--- config.mk ---
export PLATFORM = sky130hd
export DESIGN_NAME = stm_master
export DESIGN_NICKNAME = d
export VERILOG_FILES = /design/src/stm_pkg.sv /design/src/stm_master.sv /design/src/stm_slot.sv
export SDC_FILE = /design/constraint.sdc
export NUM_CORES = 1
export LEC_CHECK = 0
export ABC_AREA = 0
export BUFFER_PORTS_ARGS = -buffer_cell sky130_fd_sc_hd__buf_2
export CAP_MARGIN = 25
export CORE_MARGIN = 8
export CORE_UTILIZATION = 45
export DETAILED_ROUTE_END_ITERATION = 12
export GPL_TIMING_DRIVEN = 0
export PLACE_DENSITY = 0.64
export REMOVE_ABC_BUFFERS = 1
export SKIP_CTS_REPAIR_TIMING = 1
export SLEW_MARGIN = 25
export SYNTH_ARGS = -nofsm -noshare
export SYNTH_HDL_FRONTEND = slang
export SYNTH_SLANG_ARGS = --single-unit
--- constraint.sdc ---
create_clock -name clk_i -period 5.5 [get_ports clk_i]
set_clock_uncertainty 0.2 [all_clocks]
set_input_delay 0.275 -clock clk_i [delete_from_list [all_inputs] [get_ports clk_i]]
set_output_delay 0.275 -clock clk_i [all_outputs]
set_load 0.005 [all_outputs]
--- src/stm_pkg.sv ---
// Package with timing, command codes and request types for the line master
package stm_pkg;

    // Clock rate in kHz
    localparam int unsigned CLK_KHZ = 20000;

    // Documented times in microseconds or milliseconds
    localparam int unsigned RESET_LOW_TIME_US = 480;
    localparam int unsigned RESET_HIGH_TIME_US = 480;
    localparam int unsigned PRESENCE_SAMPLE_US = 70;
    localparam int unsigned SLOT_TIME_US = 70;
    localparam int unsigned WRITE1_LOW_US = 6;
    localparam int unsigned WRITE0_LOW_US = 60;
    localparam int unsigned READ_LOW_US = 2;
    localparam int unsigned READ_SAMPLE_US = 12;
    localparam int unsigned RECOVERY_US = 5;
    localparam int unsigned COPY_PULLUP_MS = 10;
    localparam int unsigned CONVERT_PULLUP_MS = 750;

    // Cycle counts derived from the clock rate (least times round up)
    localparam int unsigned RST_LOW_CYC =
        (RESET_LOW_TIME_US * CLK_KHZ + 999) / 1000;
    localparam int unsigned RST_HIGH_CYC =
        (RESET_HIGH_TIME_US * CLK_KHZ + 999) / 1000;
    localparam int unsigned PRES_SMP_CYC =
        (PRESENCE_SAMPLE_US * CLK_KHZ + 999) / 1000;
    localparam int unsigned SLOT_CYC =
        (SLOT_TIME_US * CLK_KHZ + 999) / 1000;
    localparam int unsigned W1_LOW_CYC =
        (WRITE1_LOW_US * CLK_KHZ + 999) / 1000;
    localparam int unsigned W0_LOW_CYC =
        (WRITE0_LOW_US * CLK_KHZ + 999) / 1000;
    localparam int unsigned RD_LOW_CYC =
        (READ_LOW_US * CLK_KHZ + 999) / 1000;
    localparam int unsigned RD_SMP_CYC =
        (READ_SAMPLE_US * CLK_KHZ) / 1000;
    localparam int unsigned REC_CYC =
        (RECOVERY_US * CLK_KHZ + 999) / 1000;
    localparam int unsigned COPY_PU_CYC = COPY_PULLUP_MS * CLK_KHZ;
    localparam int unsigned CONV_PU_CYC = CONVERT_PULLUP_MS * CLK_KHZ;

    // Width of the slot timer
    localparam int unsigned TMR_W = 24;

    // Command codes of the far device
    localparam logic [7:0] CMD_READ_ID = 8'h33;
    localparam logic [7:0] CMD_MATCH = 8'h55;
    localparam logic [7:0] CMD_SKIP = 8'hcc;
    localparam logic [7:0] CMD_SEARCH = 8'hf0;
    localparam logic [7:0] CMD_ALARM_SEARCH = 8'hec;
    localparam logic [7:0] CMD_WRITE_PAD = 8'h4e;
    localparam logic [7:0] CMD_READ_PAD = 8'hbe;
    localparam logic [7:0] CMD_COPY = 8'h48;
    localparam logic [7:0] CMD_CONVERT = 8'h44;
    localparam logic [7:0] CMD_RECALL = 8'hb8;

    // Scratchpad layout of the far device
    localparam int unsigned PAD_BYTES = 9;
    localparam int unsigned PAD_UPPER_IDX = 2;
    localparam int unsigned PAD_LOWER_IDX = 3;
    localparam logic [7:0] CRC_POLY_REFL = 8'h8c;

    // Operations a user may request
    typedef enum logic [2:0] {
        STM_OP_RESET,
        STM_OP_WRITE_BYTE,
        STM_OP_READ_BYTE,
        STM_OP_SEARCH_BIT,
        STM_OP_PULLUP_COPY,
        STM_OP_PULLUP_CONV
    } stm_op_type;

    // Request from the user side
    typedef struct packed {
        stm_op_type op;
        logic [7:0] data;
        logic dir_bit;
    } stm_req_type;

    // Answer to the user side
    typedef struct packed {
        logic [7:0] data;
        logic presence;
        logic id_bit;
        logic cmp_bit;
        logic dir_taken;
    } stm_rsp_type;

endpackage

--- src/stm_master.sv ---
// Line master for a single-wire thermometer: slots, bytes, search, pullup
module stm_master (
    input wire logic clk_i,
    input wire logic rst_b_i,
    input wire logic req_valid_i,           // Request offered
    input wire stm_pkg::stm_req_type req_i, // Request contents
    output logic req_ready_o,               // Request taken this cycle
    output logic rsp_valid_o,               // One-cycle answer pulse
    output stm_pkg::stm_rsp_type rsp_o,     // Answer contents
    output logic [7:0] crc_o,               // Running CRC of read bytes
    output logic line_o,                    // Line drive value
    output logic line_oe_o,                 // Line driven while high
    input wire logic line_i,                // Line level from the pin
    output logic pullup_o                   // Strong pullup active
);

    typedef enum {ST_IDLE, ST_RST, ST_BITS, ST_PULL} stm_st_type;

    stm_st_type st_q;                       // Main sequencer state
    stm_pkg::stm_req_type req_q;            // Request being served
    stm_pkg::stm_rsp_type rsp_q;            // Answer registers
    logic rsp_vld_q;                        // Answer pulse register
    logic [7:0] sh_q;                       // Byte shifter
    logic [2:0] idx_q;                      // Bit index in the byte
    logic [1:0] step_q;                     // Search step
    logic [7:0] crc_q;                      // CRC accumulator
    logic [stm_pkg::TMR_W-1:0] pu_q;        // Pullup countdown
    logic sync1_q;                          // First synchroniser stage
    logic sync2_q;                          // Second synchroniser stage
    logic slot_start;                       // Launch a slot
    logic [1:0] slot_kind;                  // Kind of slot to launch
    logic slot_bit;                         // Bit for a write slot
    logic slot_oe;                          // Slot pulls line low
    logic slot_bit_in;                      // Bit the slot sampled
    logic slot_done;                        // Slot finished
    logic last_bit;                         // Final bit of the byte
    logic [stm_pkg::TMR_W-1:0] pu_len;      // Pullup length of request
    logic busy_q; // Slot in flight
    logic pu_op; // Request asks for the strong pullup
    stm_st_type take_st; // Phase that a taken request enters

    // Fold one bit into the CRC, low bit first
    function automatic logic [7:0] crc_step(input logic [7:0] c,
                                            input logic b);
        logic fb;
        fb = c[0] ^ b;
        crc_step = (c >> 1) ^ (fb ? stm_pkg::CRC_POLY_REFL : 8'h00);
    endfunction

    // Two-stage synchroniser on the pin
    always_ff @(posedge clk_i) begin
        if (!rst_b_i) begin
            sync1_q <= 1'b1;
            sync2_q <= 1'b1;
        end else begin
            sync1_q <= line_i;
            sync2_q <= sync1_q;
        end
    end

    // Slot engine
    stm_slot u_slot (
        .clk_i(clk_i),
        .rst_b_i(rst_b_i),
        .start_i(slot_start),
        .kind_i(slot_kind),
        .bit_i(slot_bit),
        .line_i(sync2_q),
        .line_oe_o(slot_oe),
        .bit_o(slot_bit_in),
        .done_o(slot_done)
    );

    // Request decode
    assign req_ready_o = (st_q == ST_IDLE);
    assign last_bit = (idx_q == 3'd7);
    assign pu_len = (req_i.op == stm_pkg::STM_OP_PULLUP_CONV) ?
        stm_pkg::TMR_W'(stm_pkg::CONV_PU_CYC) :
        stm_pkg::TMR_W'(stm_pkg::COPY_PU_CYC);
    // Search: two read slots then one write of the chosen bit
    assign slot_kind = (st_q == ST_RST) ? 2'd2 :
        (req_q.op == stm_pkg::STM_OP_READ_BYTE) ? 2'd1 :
        (req_q.op == stm_pkg::STM_OP_SEARCH_BIT && step_q != 2'd2) ? 2'd1
        : 2'd0;
    // Write bit: shifter low bit, or search direction
    assign slot_bit = (req_q.op == stm_pkg::STM_OP_SEARCH_BIT) ?
        req_q.dir_bit : sh_q[0];
    // A new slot starts only once the previous one has ended
    assign slot_start = (st_q == ST_RST || st_q == ST_BITS) && !busy_q;
    assign pu_op = (req_i.op == stm_pkg::STM_OP_PULLUP_COPY) ||
        (req_i.op == stm_pkg::STM_OP_PULLUP_CONV);
    // Taken request picks its phase: reset, pullup or bit slots
    assign take_st = (req_i.op == stm_pkg::STM_OP_RESET) ? ST_RST :
        (pu_op ? ST_PULL : ST_BITS);

    // Pullup drives the line high; slots pull it low
    assign pullup_o = (st_q == ST_PULL);
    assign line_oe_o = slot_oe || pullup_o;
    assign line_o = pullup_o;
    assign rsp_valid_o = rsp_vld_q;
    assign rsp_o = rsp_q;
    assign crc_o = crc_q;

    // Main sequencer
    always_ff @(posedge clk_i) begin
        if (!rst_b_i) begin
            st_q <= ST_IDLE;
            req_q <= '0;
            rsp_q <= '0;
            rsp_vld_q <= 1'b0;
            sh_q <= 8'h00;
            idx_q <= 3'd0;
            step_q <= 2'd0;
            crc_q <= 8'h00;
            pu_q <= '0;
            busy_q <= 1'b0;
        end else begin
            rsp_vld_q <= 1'b0;
            if (slot_start) begin
                busy_q <= 1'b1;
            end else if (slot_done) begin
                busy_q <= 1'b0;
            end
            case (st_q)
                ST_IDLE: begin
                    idx_q <= 3'd0;
                    step_q <= 2'd0;
                    if (req_valid_i) begin
                        req_q <= req_i;
                        // Match code and identity go out as plain bytes
                        sh_q <= req_i.data;
                        pu_q <= pu_len;
                        st_q <= take_st;
                    end
                end
                ST_RST: begin
                    // Any reset abandons a pending pad transfer
                    if (slot_done) begin
                        rsp_q.presence <= slot_bit_in;
                        crc_q <= 8'h00;
                        rsp_vld_q <= 1'b1;
                        st_q <= ST_IDLE;
                    end
                end
                ST_BITS: begin
                    if (slot_done) begin
                        if (req_q.op == stm_pkg::STM_OP_SEARCH_BIT) begin
                            step_q <= step_q + 2'd1;
                            if (step_q == 2'd0) begin
                                rsp_q.id_bit <= slot_bit_in;
                            end else if (step_q == 2'd1) begin
                                rsp_q.cmp_bit <= slot_bit_in;
                            end else begin
                                rsp_q.dir_taken <= req_q.dir_bit;
                                rsp_vld_q <= 1'b1;
                                st_q <= ST_IDLE;
                            end
                        end else begin
                            // Bits leave and arrive low first
                            sh_q <= {slot_bit_in, sh_q[7:1]};
                            idx_q <= idx_q + 3'd1;
                            if (req_q.op == stm_pkg::STM_OP_READ_BYTE) begin
                                crc_q <= crc_step(crc_q, slot_bit_in);
                            end
                            if (last_bit) begin
                                rsp_q.data <= {slot_bit_in, sh_q[7:1]};
                                rsp_vld_q <= 1'b1;
                                st_q <= ST_IDLE;
                            end
                        end
                    end
                end
                ST_PULL: begin
                    // No slot may start while the pullup holds
                    pu_q <= pu_q - 1'b1;
                    if (pu_q == stm_pkg::TMR_W'(1)) begin
                        rsp_vld_q <= 1'b1;
                        st_q <= ST_IDLE;
                    end
                end
                default: st_q <= ST_IDLE;
            endcase
        end
    end

    // Strong pullup never overlaps a bit slot
    a_pull_no_slot: assert property (@(posedge clk_i)
        disable iff (!rst_b_i) pullup_o |-> !slot_oe)
        else $error("slot during strong pullup");

    // Copy pullup lasts at least its least time
    a_copy_pull_len: assert property (@(posedge clk_i)
        disable iff (!rst_b_i)
        $rose(pullup_o) |-> pu_q >= stm_pkg::TMR_W'(stm_pkg::COPY_PU_CYC))
        else $error("pullup shorter than copy time");

    // Convert pullup lasts the full conversion time
    a_conv_pull_len: assert property (@(posedge clk_i)
        disable iff (!rst_b_i)
        $rose(pullup_o) && req_q.op == stm_pkg::STM_OP_PULLUP_CONV
        |-> pu_q == stm_pkg::TMR_W'(stm_pkg::CONV_PU_CYC))
        else $error("pullup shorter than conversion time");

    // Line is handed back to the resistor after the pullup
    a_pull_ends_idle: assert property (@(posedge clk_i)
        disable iff (!rst_b_i) $fell(pullup_o) |-> !line_oe_o)
        else $error("line still driven after pullup");

    // Idle master leaves the line released
    a_idle_line_free: assert property (@(posedge clk_i)
        disable iff (!rst_b_i) st_q == ST_IDLE |-> !line_oe_o)
        else $error("line driven while idle");

    // Every slot begins with the line pulled low
    a_slot_opens_low: assert property (@(posedge clk_i)
        disable iff (!rst_b_i) slot_start |=> line_oe_o && !line_o)
        else $error("slot did not open low");

endmodule

--- src/stm_slot.sv ---
// One bit slot or reset pulse on the single data line
module stm_slot (
    input wire logic clk_i,
    input wire logic rst_b_i,
    input wire logic start_i,           // One-cycle start of a slot
    input wire logic [1:0] kind_i,      // 0 write, 1 read, 2 reset
    input wire logic bit_i,             // Bit to write
    input wire logic line_i,            // Synchronised line level
    output logic line_oe_o,             // Pulls the line low while high
    output logic bit_o,                 // Sampled bit or presence
    output logic done_o                 // One-cycle end of the slot
);

    localparam logic [1:0] K_WR = 2'd0;
    localparam logic [1:0] K_RD = 2'd1;

    typedef enum {SL_IDLE, SL_LOW, SL_HIGH} stm_sl_type;

    stm_sl_type st_q;                   // Slot phase
    logic [stm_pkg::TMR_W-1:0] cnt_q;   // Cycles into the phase
    logic [1:0] kind_q;                 // Kind of the running slot
    logic bit_q;                        // Bit being written
    logic smp_q;                        // Sampled value
    logic [stm_pkg::TMR_W-1:0] low_len; // Length of the low phase
    logic [stm_pkg::TMR_W-1:0] tot_len; // Length of the high phase, timed from the release
    logic [stm_pkg::TMR_W-1:0] smp_at;  // Sample point

    // Phase lengths per kind
    assign low_len = (kind_q == K_RD) ? stm_pkg::TMR_W'(stm_pkg::RD_LOW_CYC) :
        (kind_q == K_WR) ? (bit_q ? stm_pkg::TMR_W'(stm_pkg::W1_LOW_CYC)
        : stm_pkg::TMR_W'(stm_pkg::W0_LOW_CYC))
        : stm_pkg::TMR_W'(stm_pkg::RST_LOW_CYC);
    assign tot_len = (kind_q[1]) ? stm_pkg::TMR_W'(stm_pkg::RST_HIGH_CYC)
        : stm_pkg::TMR_W'(stm_pkg::SLOT_CYC + stm_pkg::REC_CYC);
    assign smp_at = (kind_q[1]) ? stm_pkg::TMR_W'(stm_pkg::PRES_SMP_CYC)
        : stm_pkg::TMR_W'(stm_pkg::RD_SMP_CYC);

    // Every slot opens with the line pulled low
    assign line_oe_o = (st_q == SL_LOW);
    assign bit_o = smp_q;
    assign done_o = (st_q == SL_HIGH) && (cnt_q == tot_len - 1'b1);

    // Slot sequencer
    always_ff @(posedge clk_i) begin
        if (!rst_b_i) begin
            st_q <= SL_IDLE;
            cnt_q <= '0;
            kind_q <= 2'd0;
            bit_q <= 1'b0;
            smp_q <= 1'b0;
        end else begin
            cnt_q <= cnt_q + 1'b1;
            case (st_q)
                SL_IDLE: begin
                    cnt_q <= '0;
                    if (start_i) begin
                        kind_q <= kind_i;
                        bit_q <= bit_i;
                        st_q <= SL_LOW;
                    end
                end
                SL_LOW: begin
                    if (cnt_q == low_len - 1'b1) begin
                        // High phase is timed from the release
                        cnt_q <= '0;
                        st_q <= SL_HIGH;
                    end
                end
                SL_HIGH: begin
                    // Read sampled from slot start, presence after release
                    if (kind_q[1] && cnt_q == smp_at) begin
                        smp_q <= ~line_i;
                    end else if (!kind_q[1] &&
                        cnt_q + low_len == smp_at) begin
                        smp_q <= line_i;
                    end
                    if (done_o) begin
                        st_q <= SL_IDLE;
                    end
                end
                default: st_q <= SL_IDLE;
            endcase
        end
    end

    // Reset pulse holds the line low for at least eight cycles
    a_reset_low_len: assert property (
        @(posedge clk_i) disable iff (!rst_b_i)
        $rose(line_oe_o) && kind_q == 2'd2 |-> line_oe_o [*8])
        else $error("reset pulse too short");

endmodule

==> flow_summary.toml <==
[drt]
num_vias = 5459
drc = 0
antenna_left = 0
wl_per_cell_um = 15.8
drtPass1Iterations = 5
dr.first_iter.drc_count = 328
viasPerCell = 5.74
wl_um = 15000

[setup_path]
crit_required_ns = 5.54
rrSetupSlack_ns = 1.13
crit-reg2reg-capture = "u_slot.bit_o"
cp_common_cell = "o21ai_0"
arrival_ns = 4.41
slowest_stage = "a2111oi_1"
crit_path_cell_trace = "o21ba_2 -> ha_1 -> inv_1 -> fa_1 -> nor2b_1 -> o21ai_0 -> a211oi_1 -> o2111a_1 -> o21ai_0 -> a2111oi_1 -> a41o_1 -> o211ai_1"
r2r-start = "u_slot.kind_q[1]"
cp-end-kind = "flop"
worst_r2r_path_depth = 12
cp-start-kind = "flop"
cp_max_fo = 15
critical_path_class = "flop to flop"
path_delay_family = "compound AO/OA/AOI/OAI gates"
worstPathBufferInverterCount = 1
critPathMaxStageDelay_ns = 0.64

[die]
die_area_um2 = 17200
die_y_um = 131
io_pins = 41
start_util_pct = 45.6
core-area_um2 = 13100
row_count = 42
die_x_um = 131

[finish]
synthToLayoutAreaGrowth_pct = 9.52
drive_above_1_share_pct = 9.29
fin_cells = 951
nNetsFinal = 806
antenna_cells = 0

[yosys]
synth-edff-count = 0
ys_warn_count = 0
synthArstFlopShare_pct = 0
synth.most_common_cell = "dfxtp_1"
synth_common_cells = "dfxtp_1 (97), nand2_1 (88), nor2_1 (75)"
postSynthCellCount = 766
syn_area_um2 = 5970
yosys-top-cells-area = "dfxtp_1 (33%), nand2_1 (5.5%), nor2_1 (4.7%)"
synth_top_area_share_pct = 32.5
synth_cell_types = 70
avgSynthCellArea_um2 = 7.79
synth.ff_latch_count = 97
synth-seq-area-share_pct = 32.5
yosys.area.top_type = "dfxtp_1"
synth-main-ff-cell = "dfxtp_1"

[global_route]
grt_usage_pct = 17.1
overflow = 0
grt_max_degree = 72
grt_antenna_before_repair = 0
grt_pass1_wl_um = 25000
grt_pass1_vias = 5175

[power_and_ir_drop]
power_frac_comb_pct = 33.2
seq_power_share_pct = 37.3
internal_power_uw = 1510
peakVddDrop_uv = 349
total_leakage_power_uw = 0.00249
p_per_area_nw_per_um2 = 363
clockPowerShare_pct = 29.5
switchingPower_uw = 856
p_sw_share_pct = 36.1

[worst_hold_path]
hold_path.class = "input pin to flop"
min_path_cells = 3
min-delay-start = "req_i[10]"
worstHoldEndpoint = "req_q[10]"

[placed_design]
place_hpwl_um = 10700
io_buffer_count = 40
dp.cells = 933
routabilityCongestion = 0.891

[sta]
fin_tns_setup_ns = 0
setup_viol = 0
finalCriticalPeriod_ns = 4.37
tightest_slew_ns = 0.953
period_share_pct = 79.5
fmax_ghz = 0.229
slew_headroom_pct = 36.5
hold_viol = 0
rsz0062_at_grt = "no"
drv_slew = 0

[clock_network]
cts_buffers = 9
clk_latency_ns = 0.35
clk_pin_slew_worst_paths_ns = 0.07
cts_max_level = 3
clock_path_buffers = 2
root_buffer = "clkbuf_16"
cts_tree = "done"
clock-sinks = 97

[job]
cap_violations = 0

[status]
outcome = "finished, final reports clean"
==> tightest hold or removal path: stages <==
cell and delay, ns:
buf_2 0.13, nand3_1 0.06, a21boi_0 0.06
==> layout make-up <==
type,count,area (µm²)
clock inverter,6,98.8
tap,176,220
inverter,24,90.1
multi-input combinational,596,3730
timing repair buffer,42,223
sequential,97,1940
clock buffer,10,229
fill,1307,6550
==> state kept, by name, indices dropped and copies added, names as in the netlist, 2 cells and up <==
register,cells
crc_o,8
idx_q,3
pu_q,24
req_q,4
rsp_o,12
sh_q,8
st_q,2
step_q,2
u_slot.cnt_q,24
u_slot.kind_q,2
u_slot.st_q,2
==> kinds of logic (layout without fill, tap and decap cells) <==
kind of cell               count (synthesis)  in the layout  synth area share [%]
and+or+nand+nor                          336            336                  28.4
muxes                                     20             20                  3.38
adders and majority gates                 21             21                  4.49
DFF                                       97             97                  32.5
AOI/OAI and AO/OA                        179            179                  20.2
buffers and inverters                     73             82                  5.07
xor gates and xnor gates                  40             40                  5.87
==> layer usage <==
metal | vias up | track usage (%) | wire length (µm)
li1 | 2722 | - | -
met1 | 2603 | 20.7 | 6850
met2 | 112 | 28.8 | 7220
met3 | 22 | 4.00 | 602
met4 | 0 | 6.46 | 309
met5 | - | 0 | 0
==> worst max-delay path by stage <==
stage / startpoint / end / slack [ns] / cells after the start
2_1_floorplan: u_slot.kind_q[1] / u_slot.bit_o / 2.01 / 12
3_3_place_gp: u_slot.kind_q[1] / u_slot.bit_o / 1.35 / 12
3_5_place_dp: u_slot.kind_q[1] / u_slot.bit_o / 1.33 / 12
4_1_cts: u_slot.kind_q[1] / u_slot.bit_o / 1.27 / 12
5_1_grt: u_slot.kind_q[1] / u_slot.bit_o / 0.99 / 12
6_report: u_slot.kind_q[1] / u_slot.bit_o / 1.13 / 12
==> stage by stage <==
step                total power (µW)  hold slack, ns  utilization, %  area, µm²  setup WS [ns]
floorplan                       1480           0.148               -       5750           2.01
global placement                1650           0.192            47.2       6170           1.35
detailed placement              1670           0.225            47.2       6170           1.33
CTS                             2380         -0.0888            49.7       6500           1.27
global route                    2520          0.0302            49.9       6540          0.987
finish                          2370          0.0156            49.9       6540           1.13
==> placed cells by master, fill, tap and decap left out, drive strengths merged, types with 4 or more instances in the layout <==
cell type and n:
o31ai 5, o21ai 47, nand3b 8, and2 20, nand4 14, inv 26
a21oi 29, o22ai 6, xor2 16, nor3b 4, o211a 10, mux2i 19
xnor2 24, nor2 75, a211oi 8, nor3 31, and3 10, ha 19
a22oi 6, nand2 88, a21boi 25, buf 40, nor4 13, or3 9
dfxtp 97, o211ai 5, nor2b 18, nand2b 10, nand3 29, a31oi 9
clkbuf 10
==> power groups by stage <==
| stage | Sequential [µW] | Combinational [µW] | Clock (µW) |
|---|---|---|---|
| final | 884 | 787 | 698 |
| after global routing | 897 | 880 | 745 |
| after CTS | 882 | 783 | 719 |
| after detailed placement | 898 | 776 | 0 |
| after global placement | 891 | 760 | 0 |
| after floorplan | 877 | 600 | 0 |
Power figures use the tool's default switching activity.
